`src/logic/nsdl_map.vh`:
```
// Opcode patterns, field positions and widths for the nibble-exchange,
// direction-load and file-minus-accumulator execution block.
// Assumes a 14-bit instruction word and an 8-bit data path.
// Notes on behaviour
// - File minus accumulator sets carry when the result is zero or positive, clears it on borrow.
// - Nibble exchange puts source bits 3:0 into result 7:4 and source 7:4 into result 3:0.
// - Nibble exchange writes the accumulator when the destination bit is 0, the file register when 1.
// - Direction load copies the accumulator into the direction register chosen by operands 5 to 7.
// - Direction registers are also read and written through ordinary file addressing.
`ifndef NSDL_MAP_VH
`define NSDL_MAP_VH

// ----------------------------------------
// Widths
// ----------------------------------------
`define NSDL_IW      14
`define NSDL_DW      8
`define NSDL_FAW     7

// ----------------------------------------
// Instruction fields
// ----------------------------------------
`define NSDL_OP_HI   13
`define NSDL_OP_LO   8
`define NSDL_D_BIT   7
`define NSDL_F_HI    6
`define NSDL_F_LO    0
`define NSDL_SWAP_OP 6'h0e
`define NSDL_SUB_OP  6'h02
`define NSDL_DIR_HI  13
`define NSDL_DIR_LO  3
`define NSDL_DIR_PAT 11'h00c
`define NSDL_SEL_HI  2
`define NSDL_SEL_LO  0

// ----------------------------------------
// Direction registers
// ----------------------------------------
`define NSDL_SEL_MIN 3'h5
`define NSDL_SEL_MAX 3'h7
`define NSDL_DIR_RST 8'hff
`define NSDL_NDIR    3
`define NSDL_FA_DIR0 7'h05
`define NSDL_FA_DIR2 7'h07
`define NSDL_FA_BANK 7'h00
`define NSDL_FA_BIAS 2'h1

// ----------------------------------------
// Direction register index codes
// ----------------------------------------
`define NSDL_IDX_HI   1
`define NSDL_IDX_LO   0
`define NSDL_IDX_A    2'h0
`define NSDL_IDX_B    2'h1
`define NSDL_IDX_C    2'h2
`define NSDL_IDX_NONE 2'h3

// ----------------------------------------
// Nibble positions and data reset
// ----------------------------------------
`define NSDL_NIB_HI_HI 7
`define NSDL_NIB_HI_LO 4
`define NSDL_NIB_LO_HI 3
`define NSDL_NIB_LO_LO 0
`define NSDL_DATA_RST  8'h00

`endif
```
`src/logic/nsdl_core.v`:
```
// Execution block: nibble exchange, direction load, file minus accumulator.
// Assumes the register file supplies the operand combinationally and
// takes file_wr_en/file_wr_data on the next clock edge when ce is high.
`timescale 1ns/1ns
`default_nettype none
`include "nsdl_map.vh"

module nsdl_core (
    // Clock, reset, enable
    input  wire                  mclk,
    input  wire                  rst_n,
    input  wire                  ce,
    // Instruction
    input  wire                  instr_valid,
    input  wire [`NSDL_IW-1:0]   instr,
    // Operands from register file and accumulator
    input  wire [`NSDL_DW-1:0]   file_rd_data,
    input  wire [`NSDL_DW-1:0]   acc_in,
    input  wire                  carry_in,
    // Ordinary file access to direction registers
    input  wire                  bus_wr_en,
    input  wire [`NSDL_FAW-1:0]  bus_addr,
    input  wire [`NSDL_DW-1:0]   bus_wr_data,
    output reg  [`NSDL_DW-1:0]   dir_rd_data,
    output reg                   dir_hit,
    // Results
    output wire [`NSDL_FAW-1:0]  file_addr,
    output reg                   file_wr_en,
    output reg  [`NSDL_DW-1:0]   file_wr_data,
    output reg                   acc_wr_en,
    output reg  [`NSDL_DW-1:0]   acc_wr_data,
    output reg                   carry_wr_en,
    output reg                   carry_out,
    output reg                   illegal_op,
    // Port direction registers (selectors 5, 6, 7)
    output reg  [`NSDL_DW-1:0]   dir_a,
    output reg  [`NSDL_DW-1:0]   dir_b,
    output reg  [`NSDL_DW-1:0]   dir_c
);

    // ----------------------------------------
    // Field widths
    // ----------------------------------------
    // Derived from the bit positions so the two cannot drift apart
    localparam OPW  = `NSDL_OP_HI - `NSDL_OP_LO + 1;
    localparam DIRW = `NSDL_DIR_HI - `NSDL_DIR_LO + 1;
    localparam SELW = `NSDL_SEL_HI - `NSDL_SEL_LO + 1;
    localparam PADW = `NSDL_FAW - SELW;

    // ----------------------------------------
    // Decode helpers
    // ----------------------------------------
    // Exchange the two nibbles of a byte
    function [`NSDL_DW-1:0] nsdl_swap;
        input [`NSDL_DW-1:0] v;
        nsdl_swap = {v[`NSDL_NIB_LO_HI:`NSDL_NIB_LO_LO],
                     v[`NSDL_NIB_HI_HI:`NSDL_NIB_HI_LO]};
    endfunction

    // Direction-register index from a file address, or the none code.
    // A load selector is the same address, so both paths share this
    // decode and can never disagree on which register is meant.
    function [`NSDL_IDX_HI:`NSDL_IDX_LO] nsdl_dir_idx;
        input [`NSDL_FAW-1:0] a;
        nsdl_dir_idx = (a >= `NSDL_FA_DIR0 && a <= `NSDL_FA_DIR2) ?
                       a[`NSDL_IDX_HI:`NSDL_IDX_LO] - `NSDL_FA_BIAS :
                       `NSDL_IDX_NONE;
    endfunction

    // ----------------------------------------
    // Instruction fields
    // ----------------------------------------
    wire [OPW-1:0]  opc     = instr[`NSDL_OP_HI:`NSDL_OP_LO];
    wire [DIRW-1:0] dir_pat = instr[`NSDL_DIR_HI:`NSDL_DIR_LO];
    wire [SELW-1:0] sel     = instr[`NSDL_SEL_HI:`NSDL_SEL_LO];
    wire            d_bit   = instr[`NSDL_D_BIT];

    // File address leaves combinationally so the register file can
    // present its operand within the same cycle
    assign file_addr = instr[`NSDL_F_HI:`NSDL_F_LO];

    // ----------------------------------------
    // Instruction decode
    // ----------------------------------------
    // Nothing decodes unless the word is marked valid
    wire is_swap = instr_valid && (opc == `NSDL_SWAP_OP);
    wire is_sub  = instr_valid && (opc == `NSDL_SUB_OP);
    wire is_dir  = instr_valid && (dir_pat == `NSDL_DIR_PAT);

    // Selectors below 5 name no direction register; refused and flagged on illegal_op
    wire dir_ok  = (sel >= `NSDL_SEL_MIN) && (sel <= `NSDL_SEL_MAX);

    // Shared index decode for the load selector and the file address
    wire [`NSDL_IDX_HI:`NSDL_IDX_LO] sel_idx = nsdl_dir_idx({{PADW{1'b0}}, sel});
    wire [`NSDL_IDX_HI:`NSDL_IDX_LO] bus_idx = nsdl_dir_idx(bus_addr);

    // ----------------------------------------
    // Arithmetic
    // ----------------------------------------
    // One extra bit catches the borrow; no borrow means carry set
    wire [`NSDL_DW:0] diff = {1'b0, file_rd_data} - {1'b0, acc_in};

    // ----------------------------------------
    // Next values of the result registers
    // ----------------------------------------
    reg                next_file_wr_en;
    reg                next_acc_wr_en;
    reg                next_carry_wr_en;
    reg                next_carry;
    reg                next_load;
    reg [`NSDL_DW-1:0] next_result;
    wire               next_illegal;

    // Both destinations see the same byte; only the enables differ
    always @* begin
        next_file_wr_en  = 1'b0;
        next_acc_wr_en   = 1'b0;
        next_carry_wr_en = 1'b0;
        next_carry       = carry_in;
        next_load        = 1'b0;
        next_result      = file_wr_data;
        if (is_swap) begin
            next_file_wr_en = d_bit;
            next_acc_wr_en  = !d_bit;
            next_load       = 1'b1;
            next_result     = nsdl_swap(file_rd_data);
        end else if (is_sub) begin
            next_file_wr_en  = d_bit;
            next_acc_wr_en   = !d_bit;
            next_load        = 1'b1;
            next_result      = diff[`NSDL_DW-1:0];
            next_carry_wr_en = 1'b1;
            next_carry       = ~diff[`NSDL_DW];
        end
    end

    // A refused direction load is flagged rather than silently dropped
    assign next_illegal = is_dir && !dir_ok;

    // ----------------------------------------
    // Result registers, one cycle per instruction
    // ----------------------------------------
    // Enables and strobes are single-cycle pulses; ce low freezes them
    always @(posedge mclk or negedge rst_n) begin
        if (!rst_n) begin
            file_wr_en  <= 1'b0;
            acc_wr_en   <= 1'b0;
            carry_wr_en <= 1'b0;
            illegal_op  <= 1'b0;
        end else if (ce) begin
            file_wr_en  <= next_file_wr_en;
            acc_wr_en   <= next_acc_wr_en;
            carry_wr_en <= next_carry_wr_en;
            illegal_op  <= next_illegal;
        end
    end

    // Result data holds between swaps and subtracts, so the last
    // written value stays visible for the register file
    always @(posedge mclk or negedge rst_n) begin
        if (!rst_n) begin
            file_wr_data <= `NSDL_DATA_RST;
            acc_wr_data  <= `NSDL_DATA_RST;
        end else if (ce && next_load) begin
            file_wr_data <= next_result;
            acc_wr_data  <= next_result;
        end
    end

    // Carry copy: new value after a subtract, the incoming carry otherwise
    always @(posedge mclk or negedge rst_n) begin
        if (!rst_n) begin
            carry_out <= 1'b0;
        end else if (ce) begin
            carry_out <= next_carry;
        end
    end

    // ----------------------------------------
    // Direction register write select
    // ----------------------------------------
    reg [`NSDL_IDX_HI:`NSDL_IDX_LO] wr_idx;
    reg [`NSDL_DW-1:0]             wr_val;

    // Instruction load wins over a bus write in the same cycle; the bus
    // write is then lost, so software should not mix the two
    always @* begin
        wr_idx = `NSDL_IDX_NONE;
        wr_val = bus_wr_data;
        if (is_dir && dir_ok) begin
            wr_idx = sel_idx;
            wr_val = acc_in;
        end else if (bus_wr_en) begin
            wr_idx = bus_idx;
            wr_val = bus_wr_data;
        end
    end

    // ----------------------------------------
    // Direction registers
    // ----------------------------------------
    // Each register listens only to its own index
    always @(posedge mclk or negedge rst_n) begin
        if (!rst_n) begin
            dir_a <= `NSDL_DIR_RST;
        end else if (ce && (wr_idx == `NSDL_IDX_A)) begin
            dir_a <= wr_val;
        end
    end

    always @(posedge mclk or negedge rst_n) begin
        if (!rst_n) begin
            dir_b <= `NSDL_DIR_RST;
        end else if (ce && (wr_idx == `NSDL_IDX_B)) begin
            dir_b <= wr_val;
        end
    end

    always @(posedge mclk or negedge rst_n) begin
        if (!rst_n) begin
            dir_c <= `NSDL_DIR_RST;
        end else if (ce && (wr_idx == `NSDL_IDX_C)) begin
            dir_c <= wr_val;
        end
    end

    // ----------------------------------------
    // Read path through file addressing
    // ----------------------------------------
    // Combinational so a file read sees the register in the same cycle;
    // a miss reads as zero and drops dir_hit
    always @* begin
        dir_hit     = 1'b1;
        dir_rd_data = `NSDL_DATA_RST;
        case (bus_idx)
            `NSDL_IDX_A: begin
                dir_rd_data = dir_a;
            end
            `NSDL_IDX_B: begin
                dir_rd_data = dir_b;
            end
            `NSDL_IDX_C: begin
                dir_rd_data = dir_c;
            end
            default: begin
                dir_hit     = 1'b0;
            end
        endcase
    end

endmodule // nsdl_core

`default_nettype wire

```
`config.mk`:
```
export PLATFORM = sky130hd
export DESIGN_NAME = nsdl_core
export DESIGN_NICKNAME = d
export VERILOG_FILES = /design/src/logic/nsdl_core.v
export VERILOG_INCLUDE_DIRS = /design/src /design/src/logic
export SDC_FILE = /design/constraint.sdc
export NUM_CORES = 1
export LEC_CHECK = 0
export BUFFER_PORTS_ARGS = -buffer_cell sky130_fd_sc_hd__buf_2
export CORE_ASPECT_RATIO = 1.4
export CORE_MARGIN = 3
export CORE_UTILIZATION = 35
export DETAILED_ROUTE_END_ITERATION = 12
export SETUP_SLACK_MARGIN = 0.02
export SYNTH_ARGS = -nofsm -noshare
export SYNTH_HDL_FRONTEND = slang
export SYNTH_SLANG_ARGS = --single-unit
```
`constraint.sdc`:
```
create_clock -name mclk -period 2.3 [get_ports mclk]
set_input_delay 0.115 -clock mclk [delete_from_list [all_inputs] [get_ports mclk]]
set_output_delay 0.115 -clock mclk [all_outputs]
set_load 0.05 [all_outputs]
```
* Yosys cells after proc, flatten, opt, wreduce, memory -nomap -nowiden
Cells that the tools add are included.
Cells by class: order comparisons 5, bitwise logic cells 1, add/subtract/negate cells 3, reduce and logical (&&, ||, !) cells 18, eq/ne operators 7, muxes and demuxes 18
Operators by type and width (number):
- $mux 8 | 3
- $pmux 8 s3 | 1
- $eq 11x4->1 const B | 1
- $logic_and 1x1->1 | 11
- $mux 1 | 10
- $sub 8x8->9 | 1
- $mux 2 | 4
- $ge 7x3->1 const B | 1
- $le 7x3->1 const B | 1
- $eq 6x2->1 const B | 1
- $eq 6x4->1 const B | 1
- $ge 3x3->1 const B | 2
- $eq 2x1->1 const B | 2
- $eq 2x2->1 const B | 2
- $logic_not 2->1 | 2
- $sub 2x1->2 const B | 2
- $le 3x3->1 const B | 1
- $reduce_or 3->1 | 1
- $logic_not 1->1 | 2
- $reduce_and 2->1 | 1
- $reduce_bool 2->1 | 1
- $not 1->1 | 1
Word-level totals: bits in registers 37, output and inout bits 61

* Depth between registers and ports, before layout
Gate-level depths: netlist (run 1).
depth after elaboration 7, gate-level depth with buffers 8, mapped depth without buffers 8

* Worst setup path before layout (run 1)
No wires, ideal clock.
path type input -> output, start input bus_addr[1], end output dir_rd_data[0], path buffers 1, setup slack 327 ps, required time 2185 ps, stages 6, arrival 1858 ps, cells stage by stage inv_1 > ha_1 > buf_1 > nor2_1 > a21oi_1 > nor2_1
Between the ends: cells in the longest elaborated chain, start to end 5, elaborated cells on any way between the ends 9, those cells by class add/sub: 1; order compare: 2; eq/ne: 2; mux: 2; reduce/logical: 2
RTL lines:
- from (decl) | RTL line nsdl_core.v:22 | input wire [`NSDL_FAW-1:0] bus_addr,
- $ge 7x3->1 (no source line) or $le 7x3->1 (tied branches)
- $logic_and 1x1->1 (no source line)
- $mux 2 (no source line) *
- $eq 2x2->1, or another cell as far along | RTL line nsdl_core.v:235 | case (bus_idx)
- $pmux 8 s3 * | RTL line nsdl_core.v:235
- to (decl) | RTL line nsdl_core.v:24 | output reg [`NSDL_DW-1:0] dir_rd_data,
Mark *: on every way between the ends. The rest lies on a longest branch, timed or not.

* Final worst setup path (run 1)
start input bus_addr[0], end output dir_rd_data[1]
Same word-level chain as after synthesis.

==> flow_summary.toml, run 1 <==
[pwr]
p_seq_frac = 0.404
p_int_mw = 1.095
ir_drop_mv = 0.2937
power_frac_clock = 0.247
p_sw_uw = 728.3
switching_share = 0.3994
total_power_mw = 1.823
comb_power_share = 0.349
p_per_area_nw_per_um2 = 535.4
leakage_nw = 1.763

[drt]
routed-via-count = 2659
postRouteAntennaNets = 0
detail_route.wl_per_cell_um = 15.26
drc = 0
avgViaCountPerCell = 5.143
drtIter0Drc = 111
drtPass1Iterations = 4
wl_um = 7889

[sta]
max_freq_mhz = 558.1
rsz0062_at_grt = "false"
timing.final.crit_share = 0.7791
drv_slew = 0
period_needed_ns = 1.792
setup-violations-final = 0
fin_ws_ns = 0.5081
finClkSkew_ns = 0
slew_headroom = 0.4412
tightest_slew_ns = 0.8382
finalHoldViolCount = 0
setup_tns_ns = 0

[die]
start_util = 0.3685
fp.dieW_um = 81.11
die_h_um = 111.1
fp.coreArea_um2 = 7500
die_area_um2 = 9014
rows = 37
ios = 112

[placement]
placed_area_um2 = 3313
io_buffers = 111
place_hpwl_um = 6470
place.gp.congestion = 0.7944
pre_cts_ws_ns = 0.3173

[global_route]
grt_util_met3 = 0.02276
antenna_found_initial = 0
gr-total-overflow = 0
grt_max_degree = 38
grt_pass1_wl_um = 12740
use_met1 = 0.2004
gr-usage-all-layers = 0.1772
top_usage_layer = "met2"
use_met2 = 0.3396
grt_pass1_vias = 2648

[yosys]
synth_edf_count = 0
syn_inst = 323
yosysTopAreaCell = "dfstp_2"
yosysMostFrequentCell = "inv_1"
synth_area_per_cell_um2 = 8.557
synthTopCellsByArea = "dfstp_2, dfrtp_1, a21oi_1"
syn_area_um2 = 2764
synth_cell_types = 52
synth_warnings = 0
syn-num-nets = 387
synthArstFlopShare = 1.000
ys_top_cells_by_count = "inv_1, a21oi_1, dfstp_2"
synth_ff_type = "dfstp_2"
yosys_register_bits = 37
yosysSeqAreaShare = 0.3459
synth_top_area_frac = 0.2282

[final_layout]
area_growth_pct = 23.22
multi_input_area_um2 = 1459
register_area_um2 = 955.9
fillers = 806
drive_above_1_share = 0.3738
fin_util = 0.4541
final_cell_area_um2 = 3406
fin_nets = 483
antenna_cells = 0

[worst_setup_path]
crit_required_ns = 2.18
crit_buf_inv = 2
arrival_ns = 1.68
startpoint_type = "input port"
worstSetupEndpointType = "output pin"
crit_slowest_cell = "nor2_1"
timing_worst_setup_path_type = "input port to output pin"
r2r.worst_path.cells = 3
cp_cell_sequence = "buf_2 > ha_1 > nor2_1 > a21oi_1 > nor2_1 > buf_2"
cpPeakStageDelay_ns = 0.50
cp_top_family = "simple AND/OR/NAND/NOR gates"
worstPathMaxFanout = 8
cp.depth = 6

[clock_tree]
cts_tree = "built"
ctsRootBufferMaster = "clkbuf_8"
post_cts_resized = 0
clk_pin_slew_ns = 0.07
clk_latency_ns = 0.29
ctsLongestPathBuffers = 2
cts_made_buffers = 5
clock-sinks = 37
cts_max_level = 2

[hold_path]
hold_depth = 2
hold_class = "input port to flop"

[flow_run]
cap_viol_max_count = 0

[run_status]
outcome = "complete, no violations"
[registers in the layout, summed over array words and instances, names as in the netlist]
signal,cells
acc_wr_data,8
dir_a,8
dir_b,8
dir_c,8
acc_wr_en,1
carry_out,1
carry_wr_en,1
file_wr_en,1
illegal_op,1
[power groups by stage]
stage | registers (mW) | clock network [mW] | logic [mW]
floorplan | 0.895 | 0 | 0.337
global placement | 0.745 | 0 | 0.636
detailed placement | 0.747 | 0 | 0.639
CTS | 0.737 | 0.455 | 0.643
global route | 0.744 | 0.483 | 0.688
finish | 0.736 | 0.450 | 0.636
[what timing repair did]
item                                    in CTS  in global routing
buffers inserted                             0                  0
endpoints found under the hold margin       13                  0
endpoints found under the setup margin       0                  0
hold buffers                                 1                  0
[cells by family after synthesis]
kind of cell	Yosys count	share of synthesized area
buffers and inverters	75	0.1263
AOI/OAI and AO/OA	98	0.2404
xor gates and xnor gates	2	0.006339
DFF	37	0.3459
muxes	9	0.03260
adders and majority gates	13	0.06157
and+or+nand+nor	89	0.1870
[metal layers]
metal,up-vias,share of wire
met5,-,0
met4,0,0.011
met3,6,0.043
met2,61,0.55
met1,1236,0.40
li1,1356,-
[path summary, 6_finish.rpt]
kind	startpoint	end	slack, ns
worst max register to register	acc_wr_data[6]$_DFFE_PN0P_	acc_wr_data[6]$_DFFE_PN0P_	1.29
worst max-delay path	bus_addr[0]	dir_rd_data[1]	0.51
worst min-delay path	instr[7]	acc_wr_en$_DFFE_PN0P_	0.03
min in group asynchronous	rst_n	illegal_op$_DFFE_PN0P_	0.47
max in group asynchronous	rst_n	carry_wr_en$_DFFE_PN0P_	1.30
worst min register to register	dir_b[6]$_DFFE_PN1P_	dir_b[6]$_DFFE_PN1P_	0.47
[layout by cell type (no fill, tap or decap), types with 2 or more instances in the layout]
cell type	synthesis	final
a211oi_1	4	4
nand4_1	13	13
and4_1	2	2
nor3_1	5	5
o32ai_1	16	16
nand3_1	5	5
o21a_1	3	3
o22ai_1	2	2
nor4_1	2	2
nand2_1	10	10
o21ai_0	11	11
a21oi_1	40	40
nand3b_1	5	5
or3_1	4	4
a21o_1	3	3
o41ai_1	8	8
inv_1	45	45
dfstp_2	24	24
nor2b_1	5	5
ha_1	12	12
clkinv_2	0	2
clkbuf_8	0	5
and2_1	2	2
nor2_1	22	22
xnor2_1	2	2
nor3b_1	2	2
nand4b_1	2	2
dfrtp_1	13	13
and3_1	2	2
buf_2	3	111
mux2i_1	9	9
o211ai_1	2	2
buf_4	15	7
[stage by stage]
stage,hold WS (ns),instances
3_3_place_gp,0.2623,508
6_report,0.02744,517
5_1_grt,0.04220,517
3_5_place_dp,0.2608,508
4_1_cts,0.02556,517
2_1_floorplan,-0.1806,323
[final cells by class]
type / count / share of cell area
Timing Repair Buffer: 119 / 0.1815
Clock buffer: 6 / 0.02131
Sequential cell: 37 / 0.2807
Tap cell: 97 / 0.03564
Clock inverter: 2 / 0.002939
Multi-Input combinational cell: 211 / 0.4284
Inverter: 45 / 0.04960
Power figures use the tool's default switching activity.
==> inputs of run 2 (changes only) <==
clock period = 1.4 ns   (was 2.3 ns; I/O delays follow)
==> flow_summary.toml, run 2 (synthesis results as in run 1) <==
[worst_setup_path]
crit_required_ns = 1.62
r2r_end = "acc_wr_data[6]$_DFFE_PN0P_"
startpoint_type = "input port"
timing_worst_setup_path_type = "input port to flop"
r2r-start = "acc_wr_data[6]$_DFFE_PN0P_"
worstPathMaxFanout = 8
r2r.worst_path.cells = 3
arrival_ns = 1.76
crit_start = "bus_addr[3]"
rrSetupSlack_ns = 0.38
worstSetupEndpointType = "flop"

[global_route]
gr-usage-all-layers = 0.2041
grt_pass1_vias = 3032
grt_pass1_wl_um = 14590
gr-total-overflow = 0
grt_max_degree = 38
antenna_found_initial = 0

[final_layout]
area_growth_pct = 59.66
fin_util = 0.5884
fillers = 706
final_common_cell = "buf_2"
fin_nets = 544
antenna_cells = 0
drive_above_1_share = 0.5780
mostFrequentLayoutCells = "buf_2, buf_4, inv_1, a21oi_1, dfstp_2"

[sta]
setup-violations-final = 30
tightest_slew_ns = 0.4790
max_freq_mhz = 651.9
slew_headroom = 0.6807
timing.final.crit_share = 1.096
setup_tns_ns = -2.469
period_needed_ns = 1.534
drv_slew = 0
finalHoldViolCount = 0
fin_ws_ns = -0.1339
finClkSkew_ns = 0
rsz0062_at_grt = "true"

[clock_tree]
cts_max_level = 2
clock-sinks = 37
cts_made_buffers = 5
cts_tree = "built"
clk_pin_slew_ns = 0.08
ctsRootBufferMaster = "clkbuf_8"
clk_latency_ns = 0.29
ctsLongestPathBuffers = 2

[die]
fp.coreArea_um2 = 7500
die_h_um = 111.1
ios = 112
start_util = 0.3685
die_area_um2 = 9014
rows = 37
fp.dieW_um = 81.11

[placement]
place_hpwl_um = 6940
place.gp.congestion = 0.8221
io_buffers = 111

[run_status]
outcome = "complete, but fails checks"
violations = "negative setup slack"

[drt]
drtIter0Drc = 103
postRouteAntennaNets = 0
avgViaCountPerCell = 5.265
detail_route.wl_per_cell_um = 16.27
drtPass1Iterations = 4
routed-via-count = 3043
wl_um = 9402
drc = 0

[pwr]
total_power_mw = 3.461
ir_drop_mv = 0.5260
p_per_area_nw_per_um2 = 784.3
leakage_nw = 2.223

[flow_run]
cap_viol_max_count = 0

[hold_path]
whs_endpoint = "dir_c[6]$_DFFE_PN1P_"
hp-start = "acc_in[6]"
hold_depth = 3
hold_class = "input port to flop"
==> run 2: cell types whose count changed in the layout (fill, tap and decap cells not counted), moves of 9 or more <==
cell / before / now
buf_6: 0 / 10
buf_2: 111 / 98
nor2_1: 22 / 13
a21oi_1: 40 / 26
a21oi_2: 0 / 13
buf_4: 7 / 64
==> run 2: power breakdown <==
group	leakage (nW)	internal (mW)	switching, mW
clock network	0.0645	0.565	0.409
logic	1.73	0.434	0.843
registers	0.426	1.16	0.0507
total	2.22	2.16	1.30
==> run 2: worst max path at each step <==
stage | slack, ns | endpoint | cells after the start
floorplan | -0.33 | dir_a[0]$_DFFE_PN1P_ | 6
global placement | -0.46 | dir_c[4]$_DFFE_PN1P_ | 6
finish | -0.13 | dir_c[3]$_DFFE_PN1P_ | 6
detailed placement | -0.50 | dir_c[4]$_DFFE_PN1P_ | 6
global route | -0.18 | dir_c[4]$_DFFE_PN1P_ | 6
CTS | -0.11 | dir_c[5]$_DFFE_PN1P_ | 6
==> run 2: metal layers <==
| layer | global-route usage | vias up | wire length (µm) |
|---|---|---|---|
| met1 | 0.2230 | 1468 | 3618 |
| met3 | 0.02602 | 17 | 332 |
| li1 | - | 1479 | - |
| met5 | 0 | - | 0 |
| met4 | 0.06539 | 0 | 199 |
| met2 | 0.3895 | 79 | 5251 |
==> run 2: timing repair <==
item / 4_1_cts / 5_1_grt
endpoints found under the hold margin: 13 / 0
gates cloned: 1 / 0
pin swaps: 9 / 13
buffers inserted: 7 / 5
setup endpoints to repair: 34 / 36
hold buffers: 1 / 0
gates resized for setup: 45 / 37
==> run 2: final cells by class <==
type | count | area [µm²] | area share
clock inverter | 1 | 5.005 | 0.001134
inverter | 45 | 168.9 | 0.03828
tap | 97 | 121.4 | 0.02750
sequential | 37 | 955.9 | 0.2166
clock buffer | 7 | 118.9 | 0.02694
timing repair buffer | 180 | 1221 | 0.2767
multi-input combinational | 211 | 1822 | 0.4128
==> run 2: worst max-delay path, stage by stage <==
cell	delay [ns]
buf_6	0.09
nand2b_4	0.13
or4_4	0.42
or3_4	0.43
o41a_4	0.45
a21oi_1	0.18
==> run 2: stage by stage <==
step,cells,setup slack [ns],hold slack (ns),cell area (µm²)
after CTS,573,-0.1123,0.04831,4185
after global placement,556,-0.4604,0.1494,3782
after floorplan,323,-0.3273,-0.2256,2849
final,578,-0.1339,0.05356,4413
after global routing,578,-0.1803,0.06291,4413
after detailed placement,556,-0.5018,0.1464,3782
==> inputs of run 3 (changes only) <==
SKIP_CTS_REPAIR_TIMING = 1   (was default)
==> flow_summary.toml, run 3 (synthesis results as in run 1) <==
[sta]
finClkSkew_ns = 0
tightest_slew_ns = 0.4834
drv_slew = 0
max_freq_mhz = 646.9
rsz0062_at_grt = "true"
setup_tns_ns = -2.485
fin_ws_ns = -0.1458
finalHoldViolCount = 0
timing.final.crit_share = 1.104
timing.hold.ws_ns = 0.05712
slew_headroom = 0.6778
period_needed_ns = 1.546
setup-violations-final = 29

[drt]
detail_route.wl_per_cell_um = 15.68
routed-via-count = 2978
postRouteAntennaNets = 0
drtIter0Drc = 127
drc = 0
avgViaCountPerCell = 5.243
wl_um = 8904
drtPass1Iterations = 4

[global_route]
grt_max_degree = 38
antenna_found_initial = 0
gr-total-overflow = 0
grt_pass1_vias = 2870
grt_pass1_wl_um = 13730
gr-usage-all-layers = 0.1909

[worst_setup_path]
cp_cell_sequence = "buf_6 > nand2b_4 > or4_4 > or3_4 > o41a_4 > a21oi_1"
worstSetupEndpointType = "flop"
startpoint_type = "input port"
arrival_ns = 1.77
cpPeakStageDelay_ns = 0.45
worstPathMaxFanout = 8
timing_worst_setup_path_type = "input port to flop"
r2r.worst_path.cells = 3
crit_slowest_cell = "o41a_4"
crit_required_ns = 1.62

[clock_tree]
clock-sinks = 37
cts_max_level = 2
cts_made_buffers = 5
ctsLongestPathBuffers = 2
clk_pin_slew_ns = 0.08
ctsRootBufferMaster = "clkbuf_8"
cts_tree = "built"
clk_latency_ns = 0.29

[die]
fp.dieW_um = 81.11
die_h_um = 111.1
start_util = 0.3685
ios = 112
rows = 37
die_area_um2 = 9014
fp.coreArea_um2 = 7500

[run_status]
violations = "negative setup slack"
outcome = "complete, but fails checks"

[pwr]
leakage_nw = 2.146
comb_power_share = 0.363
p_int_mw = 2.138
ir_drop_mv = 0.5246
power_frac_clock = 0.283
p_seq_frac = 0.354
p_sw_mw = 1.287
p_per_area_nw_per_um2 = 800.3
switching_share = 0.3758

[final_layout]
drive_above_1_share = 0.5732
fin_nets = 534
final_common_cell = "buf_2"
final_cell_area_um2 = 4279
fin_cells = 568
antenna_cells = 0
area_growth_pct = 54.82
mostFrequentLayoutCells = "buf_2, buf_4, inv_1, dfstp_2, a21oi_1"

[placement]
io_buffers = 111
place_inst = 556
place_hpwl_um = 6940
placed_area_um2 = 3782
place.gp.congestion = 0.8221

[hold_path]
hold_class = "input port to flop"
hold_depth = 3

[flow_run]
cap_viol_max_count = 0
==> run 3: cell types whose count changed in the layout (fill, tap and decap cells not counted), sizes merged <==
cell,before,now
buf,179,169
==> run 3: layout make-up <==
class	count	area, µm²
Clock inverter	1	5.005
Inverter	45	168.9
Sequential cell	37	955.9
Tap cell	97	121.4
Fill cell	723	3221
Clock buffer	7	118.9
Timing Repair Buffer	170	1099
Multi-Input combinational cell	211	1810
==> run 3: routing by layer <==
| layer | vias to the layer above | part of all wire | routed length (µm) | track usage |
|---|---|---|---|---|
| li1 | 1458 | - | - | - |
| met3 | 12 | 0.039 | 350 | 0.02439 |
| met4 | 0 | 0.015 | 136 | 0.05411 |
| met5 | - | 0 | 0 | 0 |
| met1 | 1431 | 0.39 | 3429 | 0.2153 |
| met2 | 77 | 0.56 | 4987 | 0.3604 |
==> run 3: power groups by stage <==
stage | Clock (mW) | Combinational (mW) | Sequential [mW]
6_report | 0.969 | 1.24 | 1.21
2_1_floorplan | 0 | 0.574 | 1.47
3_5_place_dp | 0 | 1.17 | 1.23
4_1_cts | 0.999 | 1.18 | 1.21
3_3_place_gp | 0 | 1.16 | 1.23
5_1_grt | 1.04 | 1.33 | 1.23
==> run 3: worst paths after layout <==
check | slack [ns] | end | startpoint
setup / recovery | -0.15 | dir_a[0]$_DFFE_PN1P_ | bus_addr[3]
hold / removal | 0.06 | dir_c[5]$_DFFE_PN1P_ | acc_in[5]
setup reg to reg | 0.37 | acc_wr_data[6]$_DFFE_PN0P_ | acc_wr_data[6]$_DFFE_PN0P_
hold reg to reg | 0.47 | dir_a[7]$_DFFE_PN1P_ | dir_a[7]$_DFFE_PN1P_
max in group asynchronous | 0.68 | dir_c[2]$_DFFE_PN1P_ | rst_n
min in group asynchronous | 0.37 | acc_wr_data[5]$_DFFE_PN0P_ | rst_n
==> run 3: worst max-delay path, delay by kind of cell <==
kind	cells	cell delay (ns)
buffers and inverters	1	0.09
and+or+nand+nor	3	0.98
AOI/OAI and AO/OA	2	0.63
==> run 3: stage by stage <==
step | total power, mW | worst slack (ns) | utilization
2_1_floorplan | 2.044 | -0.3273 | -
3_5_place_dp | 2.402 | -0.5018 | 0.5043
3_3_place_gp | 2.386 | -0.4604 | 0.5043
6_report | 3.425 | -0.1458 | 0.5706
5_1_grt | 3.596 | -0.1967 | 0.5706
4_1_cts | 3.389 | -0.2051 | 0.5209
